`src/core/ifpr_pkg.sv`:
```
// Package for the interrupt flag and priority register block.
// Assumes a 32-bit AXI4-Lite register bus; byte address is four times the register index.
package ifpr_pkg;

    // ==========================================================
    // Register indices; each register is one aligned word
    localparam logic [7:0] IDX_FLAG_GRP1 = 8'h8a;
    localparam logic [7:0] IDX_FLAG_GRP4 = 8'h90;
    localparam logic [7:0] IDX_PRIO_GRP1 = 8'haa;
    localparam logic [7:0] IDX_PRIO_GRP23 = 8'hd6;
    // Interrupt and arbitration registers sit in a free stretch above the rest
    localparam logic [7:0] IDX_INT_STATUS = 8'hf0;
    localparam logic [7:0] IDX_INT_ENABLE = 8'hf1;
    localparam logic [7:0] IDX_INT_CLEAR = 8'hf2;
    localparam logic [7:0] IDX_ARB_STATUS = 8'hf3;

    // Register byte addresses
    localparam logic [9:0] OFS_FLAG_GRP1 = {IDX_FLAG_GRP1, 2'b00};
    localparam logic [9:0] OFS_FLAG_GRP4 = {IDX_FLAG_GRP4, 2'b00};
    localparam logic [9:0] OFS_PRIO_GRP1 = {IDX_PRIO_GRP1, 2'b00};
    localparam logic [9:0] OFS_PRIO_GRP23 = {IDX_PRIO_GRP23, 2'b00};
    localparam logic [9:0] OFS_INT_STATUS = {IDX_INT_STATUS, 2'b00};
    localparam logic [9:0] OFS_INT_ENABLE = {IDX_INT_ENABLE, 2'b00};
    localparam logic [9:0] OFS_INT_CLEAR = {IDX_INT_CLEAR, 2'b00};
    localparam logic [9:0] OFS_ARB_STATUS = {IDX_ARB_STATUS, 2'b00};

    // ==========================================================
    // Implemented bits and reset values
    localparam logic [15:0] FLAG_GRP1_MASK = 16'h0007;
    localparam logic [15:0] FLAG_GRP4_MASK = 16'h63cf;
    localparam logic [15:0] PRIO_MASK = 16'h7777;
    localparam logic [15:0] FLAG_RESET = 16'h0000;
    localparam logic [15:0] PRIO_RESET = 16'h4444;

    // Flag positions, first group
    localparam int COMPARATOR_REQ_FLAG_BIT = 2;
    localparam int I2C_CH1_MASTER_EVENT_FLAG_BIT = 1;
    localparam int I2C_CH1_SLAVE_EVENT_FLAG_BIT = 0;

    // Priority field low bits; each field is three bits wide
    localparam int PRIO_FIELD_W = 3;
    localparam int FIELD_HI_LSB = 12;
    localparam int FIELD_MIDHI_LSB = 8;
    localparam int FIELD_MIDLO_LSB = 4;
    localparam int FIELD_LO_LSB = 0;
    localparam int PRIO_SOURCES = 8;

    // Priority levels
    localparam logic [2:0] LEVEL_DISABLED = 3'h0;
    localparam logic [2:0] LEVEL_LOWEST = 3'h1;
    localparam logic [2:0] LEVEL_HIGHEST = 3'h7;

    // ==========================================================
    // Interrupt status bits
    localparam int EVT_GRP1_BIT = 0;
    localparam int EVT_GRP4_BIT = 1;
    localparam int EVT_ARB_BIT = 2;
    localparam int EVT_W = 3;
    localparam logic [EVT_W-1:0] EVT_RESET = 3'h0;

    localparam logic [1:0] RESP_OKAY = 2'h0;
    localparam logic [1:0] RESP_SLVERR = 2'h2;

endpackage

```
`src/core/ifpr_regs.sv`:
```
// Interrupt flag status and priority control registers with AXI4-Lite access.
// Assumes request inputs are one-cycle or level pulses synchronous to sys_clk.
//
// Functional notes
// - A flag reads 1 after its source requested, 0 if never requested.
// - First flag group: comparator bit 2, I2C1 master bit 1, slave bit 0.
// - Fourth flag group holds ten read/write flags at their listed bits.
// - First priority group: timer2, compare2, capture2, DMA0 three-bit fields.
// - Later priority group: capcomp4, capcomp3, SPI4 transmit, SPI4 general fields.
// - Field value 111 is level 7, the highest priority.
// - Field value 001 is level 1; middle codes map to matching levels.
// - Field value 000 disables the source; it never interrupts.
`timescale 1ns/1ps

module ifpr_regs (
    input wire logic sys_clk, // System clock, 20 MHz
    input wire logic rst, // Synchronous reset, active high
    input wire logic [2:0] flagReqGrp1, // Requests: comparator, I2C1 master, I2C1 slave
    input wire logic [15:0] flagReqGrp4, // Requests at fourth group flag positions
    input wire logic [ifpr_pkg::PRIO_SOURCES-1:0] prioPending, // Pending flags, prioritised sources
    output logic [2:0] arbLevel, // Highest enabled pending level
    output logic arbValid, // Some enabled source is pending
    output logic irq, // Level interrupt
    input wire logic [9:0] s_axi_awaddr, // Write address
    input wire logic s_axi_awvalid, // Write address valid
    output logic s_axi_awready, // Write address ready
    input wire logic [31:0] s_axi_wdata, // Write data
    input wire logic [3:0] s_axi_wstrb, // Write byte strobes
    input wire logic s_axi_wvalid, // Write data valid
    output logic s_axi_wready, // Write data ready
    output logic [1:0] s_axi_bresp, // Write response
    output logic s_axi_bvalid, // Write response valid
    input wire logic s_axi_bready, // Write response ready
    input wire logic [9:0] s_axi_araddr, // Read address
    input wire logic s_axi_arvalid, // Read address valid
    output logic s_axi_arready, // Read address ready
    output logic [31:0] s_axi_rdata, // Read data
    output logic [1:0] s_axi_rresp, // Read response
    output logic s_axi_rvalid, // Read data valid
    input wire logic s_axi_rready // Read data ready
);
    import ifpr_pkg::*;

    // ==========================================================
    // Helpers
    function automatic logic [2:0] prioField(input logic [15:0] reg16, input int lsb);
        prioField = reg16[lsb +: PRIO_FIELD_W];
    endfunction

    function automatic logic [15:0] applyStrb(input logic [15:0] old, input logic [31:0] wd,
                                              input logic [3:0] strb);
        applyStrb = old;
        if (strb[0]) begin
            applyStrb[7:0] = wd[7:0];
        end
        if (strb[1]) begin
            applyStrb[15:8] = wd[15:8];
        end
    endfunction

    function automatic logic isMapped(input logic [9:0] addr);
        case (addr)
            OFS_FLAG_GRP1, OFS_FLAG_GRP4, OFS_PRIO_GRP1, OFS_PRIO_GRP23,
            OFS_INT_STATUS, OFS_INT_ENABLE, OFS_INT_CLEAR, OFS_ARB_STATUS: isMapped = 1'b1;
            default: isMapped = 1'b0;
        endcase
    endfunction

    // ==========================================================
    // Write channel
    logic awHave_r;
    logic wHave_r;
    logic [9:0] awAddr_r;
    logic [31:0] wData_r;
    logic [3:0] wStrb_r;
    logic wrFire;

    assign s_axi_awready = !awHave_r && !s_axi_bvalid;
    assign s_axi_wready = !wHave_r && !s_axi_bvalid;
    // Address and data may arrive in either order; the write acts once both are held
    assign wrFire = awHave_r && wHave_r && !s_axi_bvalid;

    always_ff @(posedge sys_clk) begin
        if (rst) begin
            awHave_r <= 1'b0;
            awAddr_r <= 10'h000;
        end else if (s_axi_awvalid && s_axi_awready) begin
            awHave_r <= 1'b1;
            awAddr_r <= {s_axi_awaddr[9:2], 2'b00};
        end else if (wrFire) begin
            awHave_r <= 1'b0;
        end
    end

    always_ff @(posedge sys_clk) begin
        if (rst) begin
            wHave_r <= 1'b0;
            wData_r <= 32'h00000000;
            wStrb_r <= 4'h0;
        end else if (s_axi_wvalid && s_axi_wready) begin
            wHave_r <= 1'b1;
            wData_r <= s_axi_wdata;
            wStrb_r <= s_axi_wstrb;
        end else if (wrFire) begin
            wHave_r <= 1'b0;
        end
    end

    always_ff @(posedge sys_clk) begin
        if (rst) begin
            s_axi_bvalid <= 1'b0;
            s_axi_bresp <= RESP_OKAY;
        end else if (wrFire) begin
            s_axi_bvalid <= 1'b1;
            s_axi_bresp <= isMapped(awAddr_r) ? RESP_OKAY : RESP_SLVERR;
        end else if (s_axi_bready) begin
            s_axi_bvalid <= 1'b0;
        end
    end

    logic wrFlag1;
    logic wrFlag4;
    logic wrPrio1;
    logic wrPrio23;
    logic wrEnable;
    logic wrClear;
    assign wrFlag1 = wrFire && awAddr_r == OFS_FLAG_GRP1;
    assign wrFlag4 = wrFire && awAddr_r == OFS_FLAG_GRP4;
    assign wrPrio1 = wrFire && awAddr_r == OFS_PRIO_GRP1;
    assign wrPrio23 = wrFire && awAddr_r == OFS_PRIO_GRP23;
    assign wrEnable = wrFire && awAddr_r == OFS_INT_ENABLE;
    assign wrClear = wrFire && awAddr_r == OFS_INT_CLEAR;

    // ==========================================================
    // Flag registers
    logic [15:0] flagGrp1_r;
    logic [15:0] flagGrp1_nxt;
    logic [15:0] flagGrp4_r;
    logic [15:0] flagGrp4_nxt;
    logic [15:0] setGrp1;
    logic [15:0] setGrp4;

    assign setGrp1 = {13'h0000, flagReqGrp1} & FLAG_GRP1_MASK;
    assign setGrp4 = flagReqGrp4 & FLAG_GRP4_MASK;

    // A request in the cycle of a clearing write still lands
    always_comb begin
        flagGrp1_nxt = wrFlag1 ? applyStrb(flagGrp1_r, wData_r, wStrb_r) : flagGrp1_r;
        flagGrp1_nxt = (flagGrp1_nxt | setGrp1) & FLAG_GRP1_MASK;
        flagGrp4_nxt = wrFlag4 ? applyStrb(flagGrp4_r, wData_r, wStrb_r) : flagGrp4_r;
        flagGrp4_nxt = (flagGrp4_nxt | setGrp4) & FLAG_GRP4_MASK;
    end

    always_ff @(posedge sys_clk) begin
        if (rst) begin
            flagGrp1_r <= FLAG_RESET;
            flagGrp4_r <= FLAG_RESET;
        end else begin
            flagGrp1_r <= flagGrp1_nxt;
            flagGrp4_r <= flagGrp4_nxt;
        end
    end

    // ==========================================================
    // Priority registers
    logic [15:0] prioGrp1_r;
    logic [15:0] prioGrp23_r;

    always_ff @(posedge sys_clk) begin
        if (rst) begin
            prioGrp1_r <= PRIO_RESET;
            prioGrp23_r <= PRIO_RESET;
        end else begin
            if (wrPrio1) begin
                prioGrp1_r <= applyStrb(prioGrp1_r, wData_r, wStrb_r) & PRIO_MASK;
            end
            if (wrPrio23) begin
                prioGrp23_r <= applyStrb(prioGrp23_r, wData_r, wStrb_r) & PRIO_MASK;
            end
        end
    end

    // ==========================================================
    // Arbitration: pending source order is timer2, compare2, capture2, DMA0,
    // capcomp4, capcomp3, SPI4 transmit, SPI4 general
    logic [2:0] srcLevel [PRIO_SOURCES];
    logic [2:0] bestLevel;

    always_comb begin
        srcLevel[0] = prioField(prioGrp1_r, FIELD_HI_LSB);
        srcLevel[1] = prioField(prioGrp1_r, FIELD_MIDHI_LSB);
        srcLevel[2] = prioField(prioGrp1_r, FIELD_MIDLO_LSB);
        srcLevel[3] = prioField(prioGrp1_r, FIELD_LO_LSB);
        srcLevel[4] = prioField(prioGrp23_r, FIELD_HI_LSB);
        srcLevel[5] = prioField(prioGrp23_r, FIELD_MIDHI_LSB);
        srcLevel[6] = prioField(prioGrp23_r, FIELD_MIDLO_LSB);
        srcLevel[7] = prioField(prioGrp23_r, FIELD_LO_LSB);
        bestLevel = LEVEL_DISABLED;
        for (int i = 0; i < PRIO_SOURCES; i++) begin
            // Code equals level, so 000 can never win over nothing
            if (prioPending[i] && srcLevel[i] > bestLevel) begin
                bestLevel = srcLevel[i];
            end
        end
    end

    always_ff @(posedge sys_clk) begin
        if (rst) begin
            arbLevel <= LEVEL_DISABLED;
            arbValid <= 1'b0;
        end else begin
            arbLevel <= bestLevel;
            arbValid <= bestLevel != LEVEL_DISABLED;
        end
    end

    // ==========================================================
    // Interrupt status, enable and clear
    logic [EVT_W-1:0] intStatus_r;
    logic [EVT_W-1:0] intEnable_r;
    logic [EVT_W-1:0] evt;

    always_comb begin
        evt = EVT_RESET;
        evt[EVT_GRP1_BIT] = |(setGrp1 & ~flagGrp1_r);
        evt[EVT_GRP4_BIT] = |(setGrp4 & ~flagGrp4_r);
        evt[EVT_ARB_BIT] = (bestLevel != LEVEL_DISABLED) && !arbValid;
    end

    always_ff @(posedge sys_clk) begin
        if (rst) begin
            intStatus_r <= EVT_RESET;
        end else begin
            intStatus_r <= (intStatus_r & ~(wrClear ? wData_r[EVT_W-1:0] : EVT_RESET)) | evt;
        end
    end

    always_ff @(posedge sys_clk) begin
        if (rst) begin
            intEnable_r <= EVT_RESET;
        end else if (wrEnable && wStrb_r[0]) begin
            intEnable_r <= wData_r[EVT_W-1:0];
        end
    end

    assign irq = |(intStatus_r & intEnable_r);

    // ==========================================================
    // Read channel: one cycle from address to data
    logic [31:0] rdMux;
    always_comb begin
        rdMux = 32'h00000000;
        case ({s_axi_araddr[9:2], 2'b00})
            OFS_FLAG_GRP1: rdMux[15:0] = flagGrp1_r;
            OFS_FLAG_GRP4: rdMux[15:0] = flagGrp4_r;
            OFS_PRIO_GRP1: rdMux[15:0] = prioGrp1_r;
            OFS_PRIO_GRP23: rdMux[15:0] = prioGrp23_r;
            OFS_INT_STATUS: rdMux[EVT_W-1:0] = intStatus_r;
            OFS_INT_ENABLE: rdMux[EVT_W-1:0] = intEnable_r;
            OFS_ARB_STATUS: rdMux[3:0] = {arbValid, arbLevel};
            default: rdMux = 32'h00000000;
        endcase
    end

    assign s_axi_arready = !s_axi_rvalid;

    always_ff @(posedge sys_clk) begin
        if (rst) begin
            s_axi_rvalid <= 1'b0;
            s_axi_rdata <= 32'h00000000;
            s_axi_rresp <= RESP_OKAY;
        end else if (s_axi_arvalid && s_axi_arready) begin
            s_axi_rvalid <= 1'b1;
            s_axi_rdata <= rdMux;
            s_axi_rresp <= isMapped({s_axi_araddr[9:2], 2'b00}) ? RESP_OKAY : RESP_SLVERR;
        end else if (s_axi_rready) begin
            s_axi_rvalid <= 1'b0;
        end
    end
endmodule

```
`config.mk`:
```
export PLATFORM = sky130hd
export DESIGN_NAME = ifpr_regs
export DESIGN_NICKNAME = d
export VERILOG_FILES = /design/src/core/ifpr_pkg.sv /design/src/core/ifpr_regs.sv
export SDC_FILE = /design/constraint.sdc
export NUM_CORES = 1
export LEC_CHECK = 0
export BUFFER_PORTS_ARGS = -buffer_cell sky130_fd_sc_hd__buf_2
export CAP_MARGIN = 20
export CORE_MARGIN = 8
export CORE_UTILIZATION = 53
export CTS_CLUSTER_SIZE = 28
export DETAILED_ROUTE_END_ITERATION = 6
export PLACE_DENSITY = 0.8
export SYNTH_ARGS = -nofsm -noshare
export SYNTH_HDL_FRONTEND = slang
export SYNTH_SLANG_ARGS = --single-unit
export TNS_END_PERCENT = 5
```
`constraint.sdc`:
```
create_clock -name sys_clk -period 11.25 [get_ports sys_clk]
set_clock_uncertainty 0.1 [all_clocks]
set_input_delay 0 -clock sys_clk [delete_from_list [all_inputs] [get_ports sys_clk]]
set_output_delay 0 -clock sys_clk [all_outputs]
set_load 0.05 [all_outputs]
```
==> results.toml, run 1 <==
[power]
swShare = 0.3028
intPower_uw = 486.8
fin_total_pwr_uw = 698.2
seqPwrFrac = 0.504
ir_drop_mv = 0.1135
combinationalPowerShare = 0.187
p_leak_nw = 2.689
powerDensity_nw_per_um2 = 117.2
power_switching_uw = 211.5
pwr-share-clk = 0.309

[synthesis]
synth_commonest_cells = "nand2_1 (93), dfxtp_1 (91), nor2_1 (67)"
synth_compound_area_frac = 0.2180
ys_types = 67
ys_seq_elements = 91
yosysWarnings = 0
synthXorXnorAreaFrac = 0
synthArstFlopShare = 0
yosys.area.top_type_share = 0.3726
synth_most_common_cell = "nand2_1"
synth.area.top_cells = "dfxtp_1 (37%), nand2_1 (7.1%), mux2i_1 (6.6%)"
synth_seq_area_share = 0.3726
synthCells = 607
syn_avg_cell_area_um2 = 8.056
synth-adder-area-share = 0.03506
synth_area_um2 = 4890
synth_top_family_by_area = "compound AO/OA/AOI/OAI gates"
yosysTopAreaCell = "dfxtp_1"
synth_flop_cell = "dfxtp_1"
synth-simple-area-share = 0.2129
yosys-mux-area-fraction = 0.08393
synth_edf_count = 0

[worst_setup_path]
cp.buffers_inverters = 1
cp-end-kind = "flop"
crit_path_top_delay_cell = "dfxtp_1"
cp_common_cell = "ha_1"
cpPeakStageDelay_ns = 0.38
r2r_start = "prioGrp1_r[13]"
cp-startpoint = "prioGrp1_r[13]"
arrival_ns = 10.18
critical_path_class = "reg2reg"
required_ns = 11.46
crit_family = "compound AO/OA/AOI/OAI gates"
worstPathMaxFanout = 10
start_kind = "flop"

[floorplan]
initial_core_util = 0.5368
die_w_um = 112.1
die_area_um2 = 12560
num_rows = 35
ios = 136
core_um2 = 9109
die_h_um = 112.1

[detailed_routing]
via_per_inst = 5.747
drt-total-wl_um = 13970
via_count = 4839
drc = 0
drtPass1Iterations = 5
post_drt_wl_per_cell_um = 16.59
route.antenna.remaining_nets = 0
drt_iter0_markers = 328

[sta]
clock.fmax_ghz = 0.1003
tightestPinTransition_ns = 1.017
relSlewSlack = 0.3127
setup_viol = 0
fin_ws_ns = 1.282
rsz0062_at_grt = "no"
finalCritPeriodShare = 0.8860
slew_viol_final = 0
final_hold_viol_count = 0
period_needed_ns = 9.968
setup-tns-final_ns = 0

[global_routing]
grt_pass1_vias = 4779
antenna_found_initial = 0
grt_usage = 0.2198
grt_pass1_wl_um = 22820
grt_max_degree = 92
overflow = 0

[finish]
fin_cells = 842
nNetsFinal = 829
num_antenna_cells = 0
syn2layout_area_growth_pct = 21.88
fin_util = 0.6543
final_layout_size_suffix_gt1_frac = 0.1655

[run]
drv_cap = 0

[clock_tree]
clockBufferDepth = 2
cts.repair.resized = 0
clkSinkCount = 91
cts_made_buffers = 9
htree_num_levels = 3
clockRootBuffer = "clkbuf_8"
cts_tree = "built"
insertion_delay_ns = 0.36
path_clk_slew_ns = 0.09

[min_path]
hp-start = "s_axi_arvalid"
hp-class = "in2reg"

[placed_design]
hpwl_um = 10050
place_congestion = 0.9113
post-place-ws_ns = 1.320
dp.cells = 778
port-buffer-count = 85

[outcome]
status = "complete, no violations"
worst reg2reg max path: cells and delay by family (launching register included):
| family | cells | cell delay (ns) |
|---|---|---|
| adder cells (fa/ha/maj) | 9 | 2.68 |
| AO/OA/AOI/OAI | 19 | 3.55 |
| multiplexers | 3 | 1.01 |
| buffers and inverters | 1 | 0.09 |
| flip-flops | 1 | 0.38 |
| AND/OR/NAND/NOR | 16 | 2.14 |
power groups by stage:
stage          combinational, mW  clock [mW]  sequential, mW
5_1_grt                    0.141       0.233           0.354
6_report                   0.131       0.216           0.352
3_3_place_gp               0.112           0           0.358
4_1_cts                    0.128       0.218           0.351
2_1_floorplan             0.0774           0           0.369
3_5_place_dp               0.115           0           0.359
stage by stage:
stage          hold WS (ns)  cell area (um2)
6_report            0.02572             5959
5_1_grt             0.04276             5959
4_1_cts             0.03328             5952
3_5_place_dp        0.09405             5289
3_3_place_gp        0.08894             5289
2_1_floorplan    -0.0009758             4961
state kept, by name (all words and copies together) (netlist names):
name / cells
s_axi_bresp: 1
arbLevel: 3
arbValid: 1
s_axi_bvalid: 1
s_axi_rresp: 1
intStatus_r: 3
wData_r: 14
awHave_r: 1
wStrb_r: 2
prioGrp1_r: 12
prioGrp23_r: 12
s_axi_rvalid: 1
intEnable_r: 3
flagGrp1_r: 3
wHave_r: 1
flagGrp4_r: 10
s_axi_rdata: 14
awAddr_r: 8
cell families after synthesis:
group / count (synthesis)
multiplexers: 39
AO/OA/AOI/OAI: 154
buffers and inverters: 80
AND/OR/NAND/NOR: 228
flip-flops: 91
other: 1
adder cells (fa/ha/maj): 14
placed cells by master (no fill, tap or decap), types with 6 or more instances in the layout:
cell	n
o21ai_0	16
buf_2	85
nand3_1	11
o211ai_1	7
mux2i_1	32
o22ai_1	7
inv_1	35
nand2_1	93
dlygate4sd3_1	48
a211oi_1	11
clkbuf_8	9
a22o_1	6
nand2b_1	6
nor3_1	11
a21oi_1	56
nor2_1	67
conb_1	20
a222oi_1	6
dfxtp_1	91
ha_1	12
a211o_1	8
and2_1	9
worst paths after layout:
kind              slack (ns)        endpoint  cells past startpoint
setup / recovery        1.28        arbValid                     48
hold / removal          0.03  s_axi_rdata[4]                      4
setup reg to reg        1.28        arbValid                     48
hold reg to reg         0.35  s_axi_rdata[7]                      2
cell type report:
cell class | instances | area [um2]
Fill cell | 778 | 3149
Inverter | 35 | 131.4
Sequential cell | 91 | 1822
Clock buffer | 11 | 131.4
Multi-Input combinational cell | 455 | 2764
Tap cell | 111 | 138.9
Clock inverter | 4 | 51.30
Timing Repair Buffer | 135 | 920.9
metal layers:
metal | vias up | GRT usage | routed length (um)
li1 | 2345 | - | -
met1 | 2275 | 0.2657 | 5944
met2 | 196 | 0.3724 | 6647
met3 | 23 | 0.06119 | 1117
met4 | 0 | 0.06655 | 256
met5 | - | 0 | 0
what timing repair did:
item                                   in CTS  in global routing
hold buffers                               48                  0
endpoints found under the hold margin      43                  0
setup buffers                               0                  0
Power figures use the tool's default switching activity.
==> inputs of run 2 (changes only) <==
--- a/config.mk
+++ b/config.mk
@@ -5,7 +5,7 @@
 export SDC_FILE = /design/constraint.sdc
 export NUM_CORES = 1
 export LEC_CHECK = 0
-export BUFFER_PORTS_ARGS = -buffer_cell sky130_fd_sc_hd__buf_2
+export BUFFER_PORTS_ARGS = -buffer_cell sky130_fd_sc_hd__buf_4
 export CAP_MARGIN = 20
 export CORE_MARGIN = 8
 export CORE_UTILIZATION = 53
==> run 2 against run 1 <==
Effect of this change: clock power is 13% higher; combinational power increased by 7%; largest power group unchanged; fmax shrank 0.73%; non-clock buffer count fell by 1.
==> results.toml, run 2 (synthesis results as in run 1) <==
[outcome]
status = "complete, no violations"

[clock_tree]
insertion_delay_ns = 0.36
post-cts-setup-buffers = 0
clockBufferDepth = 2
clkSinkCount = 91
cts_made_buffers = 9
cts.repair.resized = 0
path_clk_slew_ns = 0.10
cts_tree = "built"
hold_buffers = 48
clockRootBuffer = "clkbuf_8"
htree_num_levels = 3

[placed_design]
hpwl_um = 10150
place_congestion = 0.9187
port-buffer-count = 85
dp.cells = 778
placed_cell_area_um2 = 5502
post-place-ws_ns = 1.317

[run]
drv_cap = 0

[sta]
fin_ws_ns = 1.209
finalCritPeriodShare = 0.8925
slew_viol_final = 0
clock.fmax_ghz = 0.09959
tightestPinTransition_ns = 0.9687
final_hold_viol_count = 0
whs_ns = 0.01276
period_needed_ns = 10.04
rsz0062_at_grt = "no"
setup-tns-final_ns = 0
setup_viol = 0
relSlewSlack = 0.3451

[floorplan]
die_area_um2 = 12560
core_um2 = 9109
die_w_um = 112.1
ios = 136
num_rows = 35
initial_core_util = 0.5368
die_h_um = 112.1

[power]
combinationalPowerShare = 0.191
powerDensity_nw_per_um2 = 118.7
intPower_uw = 516.1
seqPwrFrac = 0.478
p_leak_nw = 2.765
swShare = 0.2991
power_switching_uw = 220.2
ir_drop_mv = 0.06349
fin_total_pwr_uw = 736.3
pwr-share-clk = 0.331

[worst_setup_path]
critical_path_class = "reg2reg"
r2r_start = "prioGrp1_r[13]"
worstPathMaxFanout = 10
cp_common_cell = "ha_1"
required_ns = 11.46
cp-end-kind = "flop"
cp-startpoint = "prioGrp1_r[13]"
arrival_ns = 10.25
start_kind = "flop"
crit_path_top_delay_cell = "dfxtp_1"
cpPeakStageDelay_ns = 0.37

[detailed_routing]
via_per_inst = 5.688
drtPass1Iterations = 5
route.antenna.remaining_nets = 0
drc = 0
drt_iter0_markers = 363
drt-total-wl_um = 14470
via_count = 4795
post_drt_wl_per_cell_um = 17.16

[global_routing]
overflow = 0
grt_usage = 0.2252
grt_pass1_wl_um = 23370
grt_pass1_vias = 4689
antenna_found_initial = 1
grt_max_degree = 92

[finish]
multiInputGateArea_um2 = 2764
fillers = 728
layout_common_cells = "nand2_1 (93), dfxtp_1 (91), buf_4 (86)"
final_area_um2 = 6205
fin_cells = 843
final_layout_size_suffix_gt1_frac = 0.1683
regArea_um2 = 1822
fin_util = 0.6812
top_regs = "s_axi_rdata (14), wData_r (14)"
nNetsFinal = 828
syn2layout_area_growth_pct = 26.89
layout_commonest_cell = "nand2_1"

[min_path]
hp-start = "s_axi_awvalid"
hp-class = "in2reg"
==> run 2: cell count changes in the layout (fill, tap and decap cells not counted) <==
cell,delta
clkbuf_1,-2
clkinv_2,-1
buf_4,+84
inv_6,+1
diode_2,+1
buf_2,-85
clkbuf_8,+3
==> run 2: final cells by class <==
class / instances / area share
clock buffer: 12 / 0.02662
antenna: 1 / 0.0004033
multi-input combinational: 455 / 0.4455
inverter: 35 / 0.02117
timing repair buffer: 134 / 0.1815
tap: 111 / 0.02238
clock inverter: 4 / 0.008873
sequential: 91 / 0.2936
==> run 2: layer usage <==
layer,up-vias,global-route usage,part of all wire
met1,2241,0.2775,0.42
met3,18,0.05636,0.084
met4,0,0.05935,0.013
met5,-,0,0
li1,2341,-,-
met2,195,0.3833,0.48
==> run 2: worst paths after layout <==
path | slack [ns] | depth (start not counted) | endpoint
setup reg to reg | 1.21 | 48 | intStatus_r[2]
hold reg to reg | 0.36 | 2 | s_axi_rdata[1]
hold / removal | 0.01 | 3 | awHave_r
setup / recovery | 1.21 | 48 | intStatus_r[2]
==> run 2: power by group through the flow <==
stage,sequential (mW),combinational (mW),clock (mW)
3_5_place_dp,0.359,0.124,0
6_report,0.352,0.140,0.244
2_1_floorplan,0.369,0.0774,0
4_1_cts,0.351,0.138,0.246
3_3_place_gp,0.358,0.122,0
5_1_grt,0.354,0.152,0.260
==> run 2: worst max-delay path, delay by kind of cell (launching register included) <==
family,cells,cell delay [ns]
compound gates,19,3.37
fa+ha+maj,9,2.68
buf+inv,1,0.09
flops,1,0.37
mux,3,1.01
simple gates,16,2.33
==> inputs of run 3 (changes only) <==
--- a/config.mk
+++ b/config.mk
@@ -5,13 +5,13 @@
 export SDC_FILE = /design/constraint.sdc
 export NUM_CORES = 1
 export LEC_CHECK = 0
-export BUFFER_PORTS_ARGS = -buffer_cell sky130_fd_sc_hd__buf_4
 export CAP_MARGIN = 20
 export CORE_MARGIN = 8
-export CORE_UTILIZATION = 53
+export CORE_UTILIZATION = 62
 export CTS_CLUSTER_SIZE = 28
 export DETAILED_ROUTE_END_ITERATION = 6
-export PLACE_DENSITY = 0.8
+export DONT_BUFFER_PORTS = 1
+export PLACE_DENSITY = 0.77
 export SYNTH_ARGS = -nofsm -noshare
 export SYNTH_HDL_FRONTEND = slang
 export SYNTH_SLANG_ARGS = --single-unit
==> run 3 against run 2 <==
Effect of this change: sequential power is 5% higher; register-to-register slack worse by 0.16 ns; worst setup slack worse by 0.16 ns; count of clock-buffer cells in the layout is 3 lower; critical path type unchanged; critical endpoint is now arbLevel[2]; largest cell class unchanged; highest routed layer unchanged.
==> results.toml, run 3 (synthesis results as in run 1) <==
[outcome]
status = "complete, no violations"

[finish]
fillers = 575
nNetsFinal = 763
fin_cells = 768
top_regs = "s_axi_rdata (14), wData_r (14)"
layout_commonest_cell = "nand2_1"
final_area_um2 = 5769
layout_common_cells = "nand2_1 (93), dfxtp_1 (91), dlygate4sd3_1 (68)"
syn2layout_area_growth_pct = 17.99
num_antenna_cells = 0
final_layout_size_suffix_gt1_frac = 0.05706

[worst_setup_path]
r2r_start = "prioGrp1_r[13]"
cp-end-kind = "flop"
regToRegSetupSlack_ns = 1.05
start_kind = "flop"
arrival_ns = 10.41
cp_common_cell = "ha_1"
required_ns = 11.46
r2r-end = "arbLevel[2]"
r2r_cells = 46
critical_path_class = "reg2reg"
cp-startpoint = "prioGrp1_r[13]"
crit_path_top_delay_cell = "dlygate4sd3_1"
worstPathMaxFanout = 10
cpPeakStageDelay_ns = 0.57

[sta]
final_hold_viol_count = 0
relSlewSlack = 0.2671
slew_viol_final = 0
setup-tns-final_ns = 0
finalCritPeriodShare = 0.9067
setup_viol = 0
whs_ns = 0.002303
tightestPinTransition_ns = 1.084
period_needed_ns = 10.20
clock.fmax_ghz = 0.09803
rsz0062_at_grt = "no"
fin_ws_ns = 1.049

[min_path]
hp-start = "s_axi_araddr[2]"
hold_end = "s_axi_rdata[0]"
hold_depth = 4
hp-class = "in2reg"

[global_routing]
overflow = 0
grt_usage = 0.2449
grt_pass1_vias = 4516
grt_max_degree = 92
grt_pass1_wl_um = 22450
antenna_found_initial = 0

[placed_design]
place_congestion = 0.8494
hpwl_um = 9912
placed_cell_area_um2 = 4845
post-place-ws_ns = 1.325
dp.cells = 683
port-buffer-count = 0

[power]
p_leak_nw = 2.434
powerDensity_nw_per_um2 = 122.9
ir_drop_mv = 0.08972

[detailed_routing]
via_per_inst = 6.121
drtPass1Iterations = 5
drt-total-wl_um = 14050
drt_iter0_markers = 346
via_count = 4701
post_drt_wl_per_cell_um = 18.29
route.antenna.remaining_nets = 0
drc = 0

[clock_tree]
clkSinkCount = 91
post-cts-setup-buffers = 0
htree_num_levels = 3
clockRootBuffer = "clkbuf_8"
clockBufferDepth = 2
cts.repair.resized = 0
path_clk_slew_ns = 0.11
insertion_delay_ns = 0.36
hold_buffers = 69
cts_tree = "built"
cts_made_buffers = 9

[run]
drv_cap = 0

[floorplan]
initial_core_util = 0.6361
die_area_um2 = 10980
core_um2 = 7687
die_w_um = 104.8
die_h_um = 104.8
ios = 136
num_rows = 32
==> run 3: cell count changes in the layout (fill, tap and decap cells not counted), sizes merged <==
cell,before,now
clkinv,0,3
inv,37,38
clkinvlp,1,0
dlygate4sd3,48,68
buf,86,1
clkbuf,12,9
diode,1,0
==> run 3: cell type report <==
cell class / count / area [um2] / area share
Multi-Input combinational cell: 455 / 2764 / 0.4791
Sequential cell: 91 / 1822 / 0.3158
Timing Repair Buffer: 69 / 708.2 / 0.1227
Inverter: 35 / 131.4 / 0.02277
Tap cell: 102 / 127.6 / 0.02212
Clock buffer: 9 / 123.9 / 0.02147
Clock inverter: 7 / 92.59 / 0.01605
==> run 3: critical path: cells and delay by family, from the launching register on <==
family          cells  cell delay [ns]
compound gates     17             3.24
fa+ha+maj           9             2.68
simple gates       15             2.06
mux                 3             1.00
buf+inv             2             0.70
flops               1             0.38
==> run 3: report_power, final <==
part           leakage (nW)  total, mW  switching [mW]  internal (mW)
registers             0.746      0.369          0.0313          0.337
clock network         0.109      0.234           0.126          0.109
logic                  1.58      0.106          0.0636         0.0424
==> run 3: worst max path at each step <==
| stage | cells after the start | to | slack (ns) |
|---|---|---|---|
| 6_report | 46 | arbLevel[2] | 1.05 |
| 4_1_cts | 46 | arbLevel[2] | 1.21 |
| 2_1_floorplan | 47 | intStatus_r[2] | 2.25 |
| 5_1_grt | 46 | arbLevel[2] | 0.50 |
| 3_5_place_dp | 48 | intStatus_r[2] | 1.33 |
| 3_3_place_gp | 48 | intStatus_r[2] | 1.61 |
==> run 3: metrics by stage <==
stage	utilization	power [mW]
final	0.7505	0.7089
after global routing	0.7505	0.7347
after CTS	0.7505	0.7056
after detailed placement	0.6302	0.4523
after global placement	0.6302	0.4487
after floorplan	-	0.4468
==> run 3: layer usage <==
layer  track usage  part of all wire
met5             0                 0
met4       0.05199             0.010
met3       0.06511             0.093
met2        0.4109              0.48
met1        0.3077              0.42
